--- config.mk ---
export PLATFORM = sky130hd
export DESIGN_NAME = spi_eeprom_read_status_hold
export DESIGN_NICKNAME = d
export VERILOG_FILES = /design/src/verilog/eep_pkg.sv /design/src/verilog/byte_fifo.sv /design/src/verilog/eeprom_array.sv /design/src/verilog/spi_eeprom_read_status_hold.sv
export SDC_FILE = /design/constraint.sdc
export NUM_CORES = 2
export LEC_CHECK = 0
export BUFFER_PORTS_ARGS = -buffer_cell sky130_fd_sc_hd__buf_4
export CAP_MARGIN = 20
export CORE_AREA = 5 5 657 659
export DETAILED_ROUTE_END_ITERATION = 12
export DIE_AREA = 0 0 662 664
export REMOVE_ABC_BUFFERS = 1
export SLEW_MARGIN = 20
export SYNTH_ARGS = -nofsm -noshare
export SYNTH_HDL_FRONTEND = slang
export SYNTH_MEMORY_MAX_BITS = 65536
export SYNTH_SLANG_ARGS = --single-unit
--- constraint.sdc ---
create_clock -name sys_clk -period 9.9 [get_ports sys_clk]
set_input_delay 0 -clock sys_clk [delete_from_list [all_inputs] [get_ports sys_clk]]
set_output_delay 0 -clock sys_clk [all_outputs]
set_load 0.03 [all_outputs]
--- src/verilog/eep_pkg.sv ---
// Constants and types for the serial EEPROM slave front end
//
// Contract
// [RULE_01] Host sends read opcode then 8-bit address; opcode bit 3 is ninth bit.
// [RULE_02] Shift addressed byte out right after the last address bit arrives.
// [RULE_03] Continued clocking advances the read pointer per byte, data stays sequential.
// [RULE_04] Read pointer wraps from the top address back to zero.
// [RULE_05] Raising chip select ends any read and stops output.
// [RULE_06] After the status read opcode, shift out the status byte.
// [RULE_07] Status read is honoured at any time, even while programming.
// [RULE_08] During programming a status read returns the full status byte.
// [RULE_09] Host polls busy bit; after it reads zero status is exact.
// [RULE_10] Host lowers pause input only while serial clock low, stays selected.
// [RULE_11] While paused, output floats and serial input is ignored, progress kept.
// [RULE_12] Host raises pause input again only while serial clock is low.
// [RULE_13] After reset: standby, write latch clear; low supply resets again.
// [RULE_14] Host issues write enable before every array or status write.
// [RULE_15] Instructions accepted only after chip select has fallen since power-up.
// [RULE_16] Finished byte, page or status write clears the write latch.
// [RULE_17] Programming starts on chip select rise after an exact clock count.
// [RULE_18] Array commands during programming are ignored; programming continues.
// [RULE_19] Unknown opcode is ignored; output floats until chip select rises.
// [RULE_20] Opcodes 06/04 write en/dis, 05/01 status rd/wr, X3 read, X2 write.
// [RULE_21] Status: bits 7-4 ones, 3-2 block protect, 1 write latch, 0 busy.
// [RULE_22] Busy bit is one while programming, zero when commands accepted.
// [RULE_23] Serial output changes on the falling serial clock edge.
// [RULE_24] While deselected, clock and data ignored; bit counters restart.
package eep_pkg;
  localparam int DATA_W = 8;
  localparam int ADDR_W_DEF = 9;
  localparam int FIFO_DEPTH = 16;
  localparam int PAGE_BITS = 4;
  localparam int PROG_CYCLES_DEF = 1000;
  localparam logic [7:0] WRITE_ENABLE_CMD = 8'h06;
  localparam logic [7:0] WRITE_DISABLE_CMD = 8'h04;
  localparam logic [7:0] STATUS_READ_CMD = 8'h05;
  localparam logic [7:0] STATUS_WRITE_CMD = 8'h01;
  localparam logic [7:0] READ_CMD = 8'h03;
  localparam logic [7:0] WRITE_CMD = 8'h02;
  localparam logic [7:0] OP_X_MASK = 8'hF7;
  localparam int OP_NINTH_POS = 3;
  localparam logic [7:0] STATUS_FIXED = 8'hF0;
  localparam int SR_BUSY = 0;
  localparam int SR_WRITE_LATCH = 1;
  localparam int SR_BP_LOW = 2;
  localparam int SR_BP_HIGH = 3;
  localparam int SR_BP_LSB = 2;
  // Select reads low out of reset, so a pin held low gives no fall
  localparam logic [3:0] PIN_IDLE = 4'h1;
  localparam logic [4:0] BYTES_MAX = 5'h10;
  typedef enum logic [8:0] {
    ST_STANDBY = 9'h001,
    ST_OPCODE = 9'h002,
    ST_ADDR = 9'h004,
    ST_READ = 9'h008,
    ST_STATUS = 9'h010,
    ST_WDATA = 9'h020,
    ST_SRDATA = 9'h040,
    ST_WAITCS = 9'h080,
    ST_IGNORE = 9'h100
  } state_t;
endpackage

--- src/verilog/byte_fifo.sv ---
// Synchronous FIFO for write data waiting to be programmed
`timescale 1ns/1ps
`default_nettype none
module byte_fifo #(
  parameter int WIDTH = 8,
  parameter int DEPTH = 16
) (
  // Clock and reset
  input wire logic sys_clk,
  input wire logic resetn,
  // Control
  input wire logic flush,
  // Fill side
  input wire logic inValid,
  input wire logic [WIDTH-1:0] inData,
  output logic inReady,
  // Drain side
  output logic outValid,
  input wire logic outReady,
  output logic [WIDTH-1:0] outData
);
  localparam int AW = $clog2(DEPTH);
  logic [WIDTH-1:0] store [DEPTH];
  logic [AW-1:0] wrIdx;
  logic [AW-1:0] rdIdx;
  logic [AW:0] level;
  logic push;
  logic pop;

  // Depth must be a power of two; indices simply wrap
  assign inReady = (level != (AW+1)'(DEPTH));
  assign outValid = (level != '0);
  assign push = inValid & inReady;
  assign pop = outValid & outReady;
  assign outData = store[rdIdx];

  always_ff @(posedge sys_clk or negedge resetn) begin
    if (!resetn) begin
      wrIdx <= '0;
      rdIdx <= '0;
      level <= '0;
    end else if (flush) begin
      wrIdx <= '0;
      rdIdx <= '0;
      level <= '0;
    end else begin
      if (push) wrIdx <= wrIdx + 1'b1;
      if (pop) rdIdx <= rdIdx + 1'b1;
      level <= level + (AW+1)'(push) - (AW+1)'(pop);
    end
  end

  always_ff @(posedge sys_clk) begin
    if (push) store[wrIdx] <= inData;
  end
endmodule // byte_fifo
`default_nettype wire

--- src/verilog/eeprom_array.sv ---
// Storage array with one write port and a registered read port
`timescale 1ns/1ps
`default_nettype none
module eeprom_array #(
  parameter int ADDR_W = 9,
  parameter int DATA_W = 8
) (
  // Clock
  input wire logic sys_clk,
  // Write port
  input wire logic write_enable_cmd,
  input wire logic [ADDR_W-1:0] wrAddr,
  input wire logic [DATA_W-1:0] wrData,
  // Read port
  input wire logic rdEn,
  input wire logic [ADDR_W-1:0] rdAddr,
  output logic [DATA_W-1:0] rdData
);
  logic [DATA_W-1:0] cells [2**ADDR_W];

  // No reset: contents are undefined until written
  always_ff @(posedge sys_clk) begin
    if (write_enable_cmd) cells[wrAddr] <= wrData;
    if (rdEn) rdData <= cells[rdAddr];
  end
endmodule // eeprom_array
`default_nettype wire

--- src/verilog/spi_eeprom_read_status_hold.sv ---
// Serial EEPROM slave: command decode, reads, status, pause, programming
`timescale 1ns/1ps
`default_nettype none
module spi_eeprom_read_status_hold #(
  parameter int ADDR_W = eep_pkg::ADDR_W_DEF,
  parameter int PROG_CYCLES = eep_pkg::PROG_CYCLES_DEF
) (
  // Clock and reset
  input wire logic sys_clk,
  input wire logic resetn,
  // Serial pins
  input wire logic csN,
  input wire logic sck,
  input wire logic si,
  input wire logic holdN,
  output logic so,
  output logic soEn,
  // Status bits
  output logic busy,
  output logic writeLatchBit,
  output logic blockProtectLow,
  output logic blockProtectHigh
);
  localparam int TW = $clog2(PROG_CYCLES + 1);

  eep_pkg::state_t state;
  logic [3:0] syncA, syncB;
  logic csS, sckS, siS, holdS;
  logic sckD, csD, selected, paused;
  logic rise, fall, csRise, csFall;
  logic [2:0] rxIdx, txIdx;
  logic [6:0] rxByte;
  logic [7:0] full, cmd, txByte, rdData, status, fifoOutData;
  logic byteDone, isWrite, ninth, outPhase;
  logic [ADDR_W-1:0] rdPtr, wrPtr;
  logic rdReq, rdLoad, progSr, progStart, progDone;
  logic [1:0] srVal;
  logic [4:0] dataBytes;
  logic [TW-1:0] progTimer;
  logic fifoInValid, fifoInReady, fifoOutValid, fifoPop, fifoFlush;

  // Pins are asynchronous to sys_clk; only syncB is read
  always_ff @(posedge sys_clk or negedge resetn) begin
    if (!resetn) begin
      syncA <= eep_pkg::PIN_IDLE;
      syncB <= eep_pkg::PIN_IDLE;
    end else begin
      syncA <= {csN, sck, si, holdN};
      syncB <= syncA;
    end
  end

  assign csS = syncB[3];
  assign sckS = syncB[2];
  assign siS = syncB[1];
  assign holdS = syncB[0];

  always_ff @(posedge sys_clk or negedge resetn) begin
    if (!resetn) begin
      sckD <= 1'b0;
      csD <= 1'b0;
    end else begin
      sckD <= sckS;
      csD <= csS;
    end
  end

  assign csRise = csS & ~csD;
  assign csFall = ~csS & csD;

  // Chip select held low through reset release does not count
  always_ff @(posedge sys_clk or negedge resetn) begin
    if (!resetn) selected <= 1'b0; // [RULE_13]
    else if (csS) selected <= 1'b0;
    else if (csFall) selected <= 1'b1; // [RULE_15]
  end

  // Pause level is only taken while the serial clock is low
  always_ff @(posedge sys_clk or negedge resetn) begin
    if (!resetn) paused <= 1'b0;
    else if (csS) paused <= 1'b0;
    else if (!sckS) paused <= ~holdS; // [RULE_11]
  end

  assign rise = selected & ~paused & ~csS & sckS & ~sckD; // [RULE_11]
  assign fall = selected & ~paused & ~csS & ~sckS & sckD; // [RULE_23]
  assign full = {rxByte, siS};
  assign byteDone = rise & (rxIdx == 3'h7);

  always_ff @(posedge sys_clk or negedge resetn) begin
    if (!resetn) begin
      rxIdx <= 3'h0;
      rxByte <= 7'h00;
    end else if (csS) begin
      rxIdx <= 3'h0; // [RULE_24]
      rxByte <= 7'h00;
    end else if (rise) begin
      rxIdx <= rxIdx + 3'h1;
      rxByte <= full[6:0];
    end
  end

  // Command sequencing
  always_ff @(posedge sys_clk or negedge resetn) begin
    if (!resetn) begin
      state <= eep_pkg::ST_STANDBY; // [RULE_13]
      cmd <= 8'h00;
      isWrite <= 1'b0;
      ninth <= 1'b0;
    end else if (csS) begin
      state <= eep_pkg::ST_STANDBY; // [RULE_05]
    end else begin
      case (state)
        eep_pkg::ST_STANDBY: begin
          if (selected) state <= eep_pkg::ST_OPCODE;
        end
        eep_pkg::ST_OPCODE: begin
          if (byteDone) begin
            cmd <= full;
            ninth <= full[eep_pkg::OP_NINTH_POS]; // [RULE_01]
            if (full == eep_pkg::STATUS_READ_CMD) begin
              state <= eep_pkg::ST_STATUS; // [RULE_07]
            end else if (busy) begin
              state <= eep_pkg::ST_IGNORE; // [RULE_18]
            end else if ((full & eep_pkg::OP_X_MASK) == eep_pkg::READ_CMD) begin
              state <= eep_pkg::ST_ADDR; // [RULE_20]
              isWrite <= 1'b0;
            end else if ((full & eep_pkg::OP_X_MASK) == eep_pkg::WRITE_CMD) begin
              state <= writeLatchBit ? eep_pkg::ST_ADDR : eep_pkg::ST_IGNORE;
              isWrite <= 1'b1;
            end else if (full == eep_pkg::WRITE_ENABLE_CMD ||
                         full == eep_pkg::WRITE_DISABLE_CMD) begin
              state <= eep_pkg::ST_WAITCS;
            end else if (full == eep_pkg::STATUS_WRITE_CMD) begin
              state <= writeLatchBit ? eep_pkg::ST_SRDATA : eep_pkg::ST_IGNORE;
            end else begin
              state <= eep_pkg::ST_IGNORE; // [RULE_19]
            end
          end
        end
        eep_pkg::ST_ADDR: begin
          if (byteDone) begin
            state <= isWrite ? eep_pkg::ST_WDATA : eep_pkg::ST_READ; // [RULE_02]
          end
        end
        eep_pkg::ST_SRDATA: begin
          if (byteDone) state <= eep_pkg::ST_WAITCS;
        end
        // Any clock past the command makes the count wrong
        eep_pkg::ST_WAITCS: begin
          if (rise) state <= eep_pkg::ST_IGNORE; // [RULE_17]
        end
        eep_pkg::ST_READ, eep_pkg::ST_STATUS, eep_pkg::ST_WDATA,
        eep_pkg::ST_IGNORE: begin
          state <= state;
        end
        default: state <= eep_pkg::ST_STANDBY;
      endcase
    end
  end

  always_comb begin
    status = eep_pkg::STATUS_FIXED; // [RULE_21]
    status[eep_pkg::SR_BP_HIGH] = blockProtectHigh;
    status[eep_pkg::SR_BP_LOW] = blockProtectLow;
    status[eep_pkg::SR_WRITE_LATCH] = writeLatchBit;
    status[eep_pkg::SR_BUSY] = busy; // [RULE_22]
  end

  assign outPhase = (state == eep_pkg::ST_READ) |
                    (state == eep_pkg::ST_STATUS);
  assign soEn = outPhase & ~paused & ~csS; // [RULE_05] [RULE_11] [RULE_19]

  // Output shifter; data is fetched well inside half a serial clock
  always_ff @(posedge sys_clk or negedge resetn) begin
    if (!resetn) begin
      rdPtr <= '0;
      txByte <= 8'h00;
      txIdx <= 3'h0;
      so <= 1'b0;
      rdReq <= 1'b0;
      rdLoad <= 1'b0;
    end else begin
      rdReq <= 1'b0;
      rdLoad <= rdReq;
      if (csS) txIdx <= 3'h0; // [RULE_24]
      if (state == eep_pkg::ST_ADDR && byteDone && !isWrite) begin
        rdPtr <= ADDR_W'({ninth, full}); // [RULE_01]
        rdReq <= 1'b1; // [RULE_02]
      end else if (state == eep_pkg::ST_OPCODE && byteDone &&
                   full == eep_pkg::STATUS_READ_CMD) begin
        txByte <= status; // [RULE_06] [RULE_08]
      end else if (rdLoad) begin
        txByte <= rdData;
      end else if (fall && outPhase) begin
        so <= txByte[7]; // [RULE_23]
        txByte <= {txByte[6:0], 1'b0};
        txIdx <= txIdx + 3'h1;
        if (txIdx == 3'h7 && state == eep_pkg::ST_READ) begin
          rdPtr <= rdPtr + 1'b1; // [RULE_03] [RULE_04]
          rdReq <= 1'b1;
        end else if (txIdx == 3'h7) begin
          txByte <= status; // [RULE_06]
        end
      end
    end
  end

  // Write data collection
  assign fifoInValid = (state == eep_pkg::ST_WDATA) & byteDone;
  assign fifoPop = fifoOutValid & busy;

  always_ff @(posedge sys_clk or negedge resetn) begin
    if (!resetn) begin
      wrPtr <= '0;
      dataBytes <= 5'h00;
      srVal <= 2'h0;
    end else begin
      if (state == eep_pkg::ST_ADDR && byteDone && isWrite) begin
        wrPtr <= ADDR_W'({ninth, full});
      end else if (fifoPop) begin
        wrPtr <= {wrPtr[ADDR_W-1:eep_pkg::PAGE_BITS],
                  wrPtr[eep_pkg::PAGE_BITS-1:0] + 1'b1};
      end
      if (csS) dataBytes <= 5'h00;
      else if (fifoInValid && fifoInReady &&
               dataBytes != eep_pkg::BYTES_MAX) begin
        dataBytes <= dataBytes + 5'h01;
      end
      if (state == eep_pkg::ST_SRDATA && byteDone) begin
        srVal <= full[eep_pkg::SR_BP_HIGH:eep_pkg::SR_BP_LSB];
      end
    end
  end

  // Whole bytes only, and at least one data byte for an array write
  assign progStart = csRise & (
    (state == eep_pkg::ST_WDATA && rxIdx == 3'h0 && dataBytes != 5'h00) ||
    (state == eep_pkg::ST_WAITCS && cmd == eep_pkg::STATUS_WRITE_CMD)
  ); // [RULE_17]
  // Never flush while draining into the array
  assign fifoFlush = csRise & ~busy & ~progStart;
  assign progDone = busy & (progTimer == '0);

  always_ff @(posedge sys_clk or negedge resetn) begin
    if (!resetn) begin
      busy <= 1'b0;
      progTimer <= '0;
      progSr <= 1'b0;
    end else if (progStart) begin
      busy <= 1'b1; // [RULE_22]
      progTimer <= TW'(PROG_CYCLES - 1);
      progSr <= (state == eep_pkg::ST_WAITCS);
    end else if (progDone) begin
      busy <= 1'b0; // [RULE_18]
    end else if (busy) begin
      progTimer <= progTimer - 1'b1;
    end
  end

  always_ff @(posedge sys_clk or negedge resetn) begin
    if (!resetn) begin
      writeLatchBit <= 1'b0; // [RULE_13]
      blockProtectLow <= 1'b0;
      blockProtectHigh <= 1'b0;
    end else if (progDone) begin
      writeLatchBit <= 1'b0; // [RULE_16]
      if (progSr) begin
        blockProtectLow <= srVal[0];
        blockProtectHigh <= srVal[1];
      end
    end else if (csRise && state == eep_pkg::ST_WAITCS) begin
      if (cmd == eep_pkg::WRITE_ENABLE_CMD) writeLatchBit <= 1'b1;
      else if (cmd == eep_pkg::WRITE_DISABLE_CMD) writeLatchBit <= 1'b0;
    end
  end

  byte_fifo #(
    .WIDTH(eep_pkg::DATA_W),
    .DEPTH(eep_pkg::FIFO_DEPTH)
  ) u_fifo (
    .sys_clk(sys_clk),
    .resetn(resetn),
    .flush(fifoFlush),
    .inValid(fifoInValid),
    .inData(full),
    .inReady(fifoInReady),
    .outValid(fifoOutValid),
    .outReady(busy),
    .outData(fifoOutData)
  );

  eeprom_array #(
    .ADDR_W(ADDR_W),
    .DATA_W(eep_pkg::DATA_W)
  ) u_array (
    .sys_clk(sys_clk),
    .write_enable_cmd(fifoPop),
    .wrAddr(wrPtr),
    .wrData(fifoOutData),
    .rdEn(rdReq),
    .rdAddr(rdPtr),
    .rdData(rdData)
  );
endmodule // spi_eeprom_read_status_hold
`default_nettype wire

==> results.py <==
metrics = {
    "run_status": {
        "status": "finished, final reports clean",
    },
    "synthesis": {
        "avgSynthCellArea_sq_um": 20.9,
        "synth_cell_types": 86,
        "synthArstFlopShare_pct": 2.47,
        "yosys_warnings": 0,
        "syn-instance-count": 8100,
        "ys_seq_area_share_pct": 76.6,
        "synth-edff-count": 4232,
        "synthFlopType": "edfxtp_1",
        "synth_area_sq_um": 169000,
        "ys_seq_elements": 4339,
    },
    "routing": {
        "detail_route.iter0.violations": 10400,
        "post-route-drc-count": 0,
        "postRouteAntennaNets": 0,
        "drt_wl_total_um": 448000,
        "dr_total_vias": 83600,
        "vias_per_cell": 5.86,
        "wire_per_inst_um": 31.4,
        "drt_pass1_iterations": 6,
    },
    "cts": {
        "clock_path_buffers": 4,
        "clk_latency_ns": 0.99,
        "path_clk_slew_ns": 0.07,
        "cts_sinks": 4339,
        "cts_setup_buffers": 0,
        "clockRootBuffer": "clkbuf_16",
        "cts_max_level": 5,
        "cts_tree": "yes",
        "cts-buffers-inserted": 433,
    },
    "pwr": {
        "power.density_nw_per_um2": 188,
        "switchingPower_uw": 6890,
        "clock_power_share_pct": 44.0,
        "irDropWorstVdd_v": 0.000158,
        "p_sw_share_pct": 19.4,
        "power.static_leakage_uw": 0.0587,
        "fin_total_pwr_uw": 35600,
        "power_frac_comb_pct": 0.2,
        "pwr-share-seq_pct": 55.8,
        "p_int_uw": 28700,
    },
    "placement": {
        "hpwlAfterDp_um": 265000,
        "preCtsSetupSlack_ns": 4.61,
        "numPortBuffers": 11,
        "finalWeightedCongestion": 0.821,
    },
    "timing": {
        "setup_ws_ns": 4.55,
        "rsz0062_at_grt": "false",
        "slew_viol_final": 0,
        "maxSlewHeadroom_pct": 17.7,
        "finalSetupViolations": 0,
        "finClkSkew_ns": 0.0854,
        "period_share_pct": 54.0,
        "fmax_ghz": 0.187,
        "finalHoldViolCount": 0,
        "worst_pin_slew_ns": 1.23,
        "fin_crit_ns": 5.35,
    },
    "floorplanning": {
        "start_util_pct": 39.8,
        "fp.coreArea_sq_um": 426000,
        "core.rowCount": 240,
        "ioPinCount": 12,
        "die_w_um": 662,
        "dieHeight_um": 664,
        "dieArea_sq_um": 440000,
    },
    "worst_setup_path": {
        "path_buf_inv": 2,
        "critPathKind": "reg -> reg",
        "crit_fanout": 94,
        "arrival_ns": 6.01,
        "crit_family": "compound AO/OA/AOI/OAI gates",
        "cp.required_ns": 10.56,
        "slowest_stage": "dfrtp_4",
        "max_stage_delay_ns": 0.93,
        "worstSetupStartpointType": "flop",
        "path_cells": "buf_12 -> buf_12 -> mux4_2 -> mux4_2 -> nand2b_1 -> a31oi_1 -> a21boi_0 -> a32oi_1",
        "crit_path_end_kind": "flop",
    },
    "global_route": {
        "grt_antenna_before_repair": 25,
        "grt_overflow": 0,
        "grt_first_pass_wirelength_um": 637000,
        "grt_pass1_vias": 83800,
        "grtUsageTotal_pct": 20.0,
        "grt_max_degree": 209,
    },
    "final_layout": {
        "syn_to_final_growth_pct": 11.9,
        "nets": 8270,
        "fill_cells": 35600,
        "drive_gt1_share_pct": 22.2,
        "final_core_util_pct": 44.5,
    },
    "hold_path": {
        "min_path_type": "in -> async",
    },
    "run": {
        "max-cap-violations": 0,
    },
}
-- cell type report --
class / instances / area (sq um) / area share [%]
diodes: 5 / 12.5 / 0.00660
clock inverters: 221 / 1900 / 1.00
inverters: 28 / 116 / 0.0614
well taps: 5687 / 7120 / 3.76
clock buffers: 549 / 11500 / 6.07
multi-input cells: 3246 / 37200 / 19.6
repair buffers: 191 / 1840 / 0.972
flip-flops and latches: 4339 / 130000 / 68.5
-- synth_stat cells, types with 27 or more instances --
master	instances	area, sq um
a22oi_1	149	1120
nand2_1	183	687
clkbuf_1	225	845
a21oi_1	102	510
nand3_1	61	305
dfrtp_1	104	2600
buf_2	125	626
buf_1	27	101
edfxtp_1	4232	127000
a211oi_1	37	278
o21ai_0	97	485
nor2b_1	37	231
mux2_2	58	653
mux4_2	1005	22600
o21ai_1	55	275
a221oi_1	35	307
nor2_1	650	2440
buf_4	54	405
mux2i_1	365	3650
buf_6	45	507
-- worst min-delay path: stages --
cell	delay, ns
dlygate4sd3_1	0.52
dlygate4sd3_1	0.56
buf_4	0.14
buf_12	0.22
-- cell families (layout without fill, tap and decap cells) --
| kind of cell | count (synthesis) | count (layout) | share of synthesized area, % |
|---|---|---|---|
| xor+xnor | 34 | 34 | 0.176 |
| simple gates | 1079 | 1079 | 2.76 |
| mux | 1430 | 1430 | 15.9 |
| other cells | 0 | 5 | 0 |
| buf+inv | 515 | 989 | 1.63 |
| compound gates | 678 | 678 | 2.73 |
| fa+ha+maj | 25 | 25 | 0.189 |
| flops | 4339 | 4339 | 76.6 |
-- metal layers --
| metal | up-vias | wire, um | track usage (%) | part of all wire [%] |
|---|---|---|---|---|
| met5 | - | 81 | 0 | 0.018 |
| met3 | 738 | 38500 | 4.02 | 8.6 |
| met4 | 12 | 16200 | 6.38 | 3.6 |
| met1 | 45200 | 182000 | 28.3 | 41 |
| met2 | 3893 | 211000 | 31.2 | 47 |
| li1 | 33800 | - | - | - |
-- power by group through the flow --
stage                     registers [uW]  clock network [uW]  logic [uW]
after global placement             20300                   0        69.6
after floorplan                    20200                   0        46.1
after global routing               19900               16700        84.2
after detailed placement           20300                   0        71.3
final                              19900               15700        76.0
after CTS                          19900               15900        76.0
-- final timing paths --
check	from	endpoint	slack, ns	depth (start not counted)
max in group asynchronous	resetn	rdPtr[4]	8.69	4
max	rdPtr[0]	u_array.rdData[6]	4.55	8
max reg2reg	rdPtr[0]	u_array.rdData[6]	4.55	8
min	resetn	u_fifo.wrIdx[1]	0.11	4
min reg2reg	syncA[1]	syncB[1]	0.35	0
min in group sys_clk	sck	syncA[2]	0.21	3
-- state kept, by name (all words and copies together), names as in the netlist, 4 cells and up --
signal	flops
u_fifo.level	5
cmd	8
syncB	4
u_fifo.wrIdx	4
state	9
txByte	8
dataBytes	5
u_fifo.rdIdx	4
rxByte	7
u_fifo.store	128
rdPtr	9
wrPtr	9
syncA	4
u_array.cells	4096
progTimer	10
u_array.rdData	8
-- layout by cell type, fill, tap and decap left out, types with 16 or more instances in the layout --
cell type and n:
clkinv_2 81, buf_4 148, o21ai_1 56, mux2_2 58, a22oi_1 149, clkbuf_16 443
nor3_1 24, and2_1 21, inv_1 25, a21oi_1 102, a211oi_1 37, a221oi_1 35
mux2i_1 365, buf_12 21, o21ai_0 95, nor2_1 639, clkbuf_1 104, o221ai_1 21
ha_1 24, clkinv_1 89, dfrtp_1 98, nand2_1 166, nand3_1 61, edfxtp_1 4232
nand2_4 16, a31oi_1 22, xnor2_1 21, o211ai_1 20, o22ai_1 25, nand4_1 22
bufinv_16 25, nor2b_1 33, mux4_2 997
-- stage by stage --
step / TNS (ns) / hold WS, ns / cell area, sq um / instances
6_report: 0 / 0.107 / 189000 / 14300
5_1_grt: 0 / 0.126 / 189000 / 14300
4_1_cts: 0 / 0.0583 / 189000 / 14300
3_5_place_dp: 0 / 0.000694 / 176000 / 13500
3_3_place_gp: 0 / -0.0132 / 176000 / 13500
2_1_floorplan: -560.96 / -0.296 / 167000 / 7613
-- what timing repair did --
action                                 4_1_cts  5_1_grt
endpoints found under the hold margin      110        0
hold buffers                                11        0
resized for setup                            0        0
(Power assumes the default switching activity.)
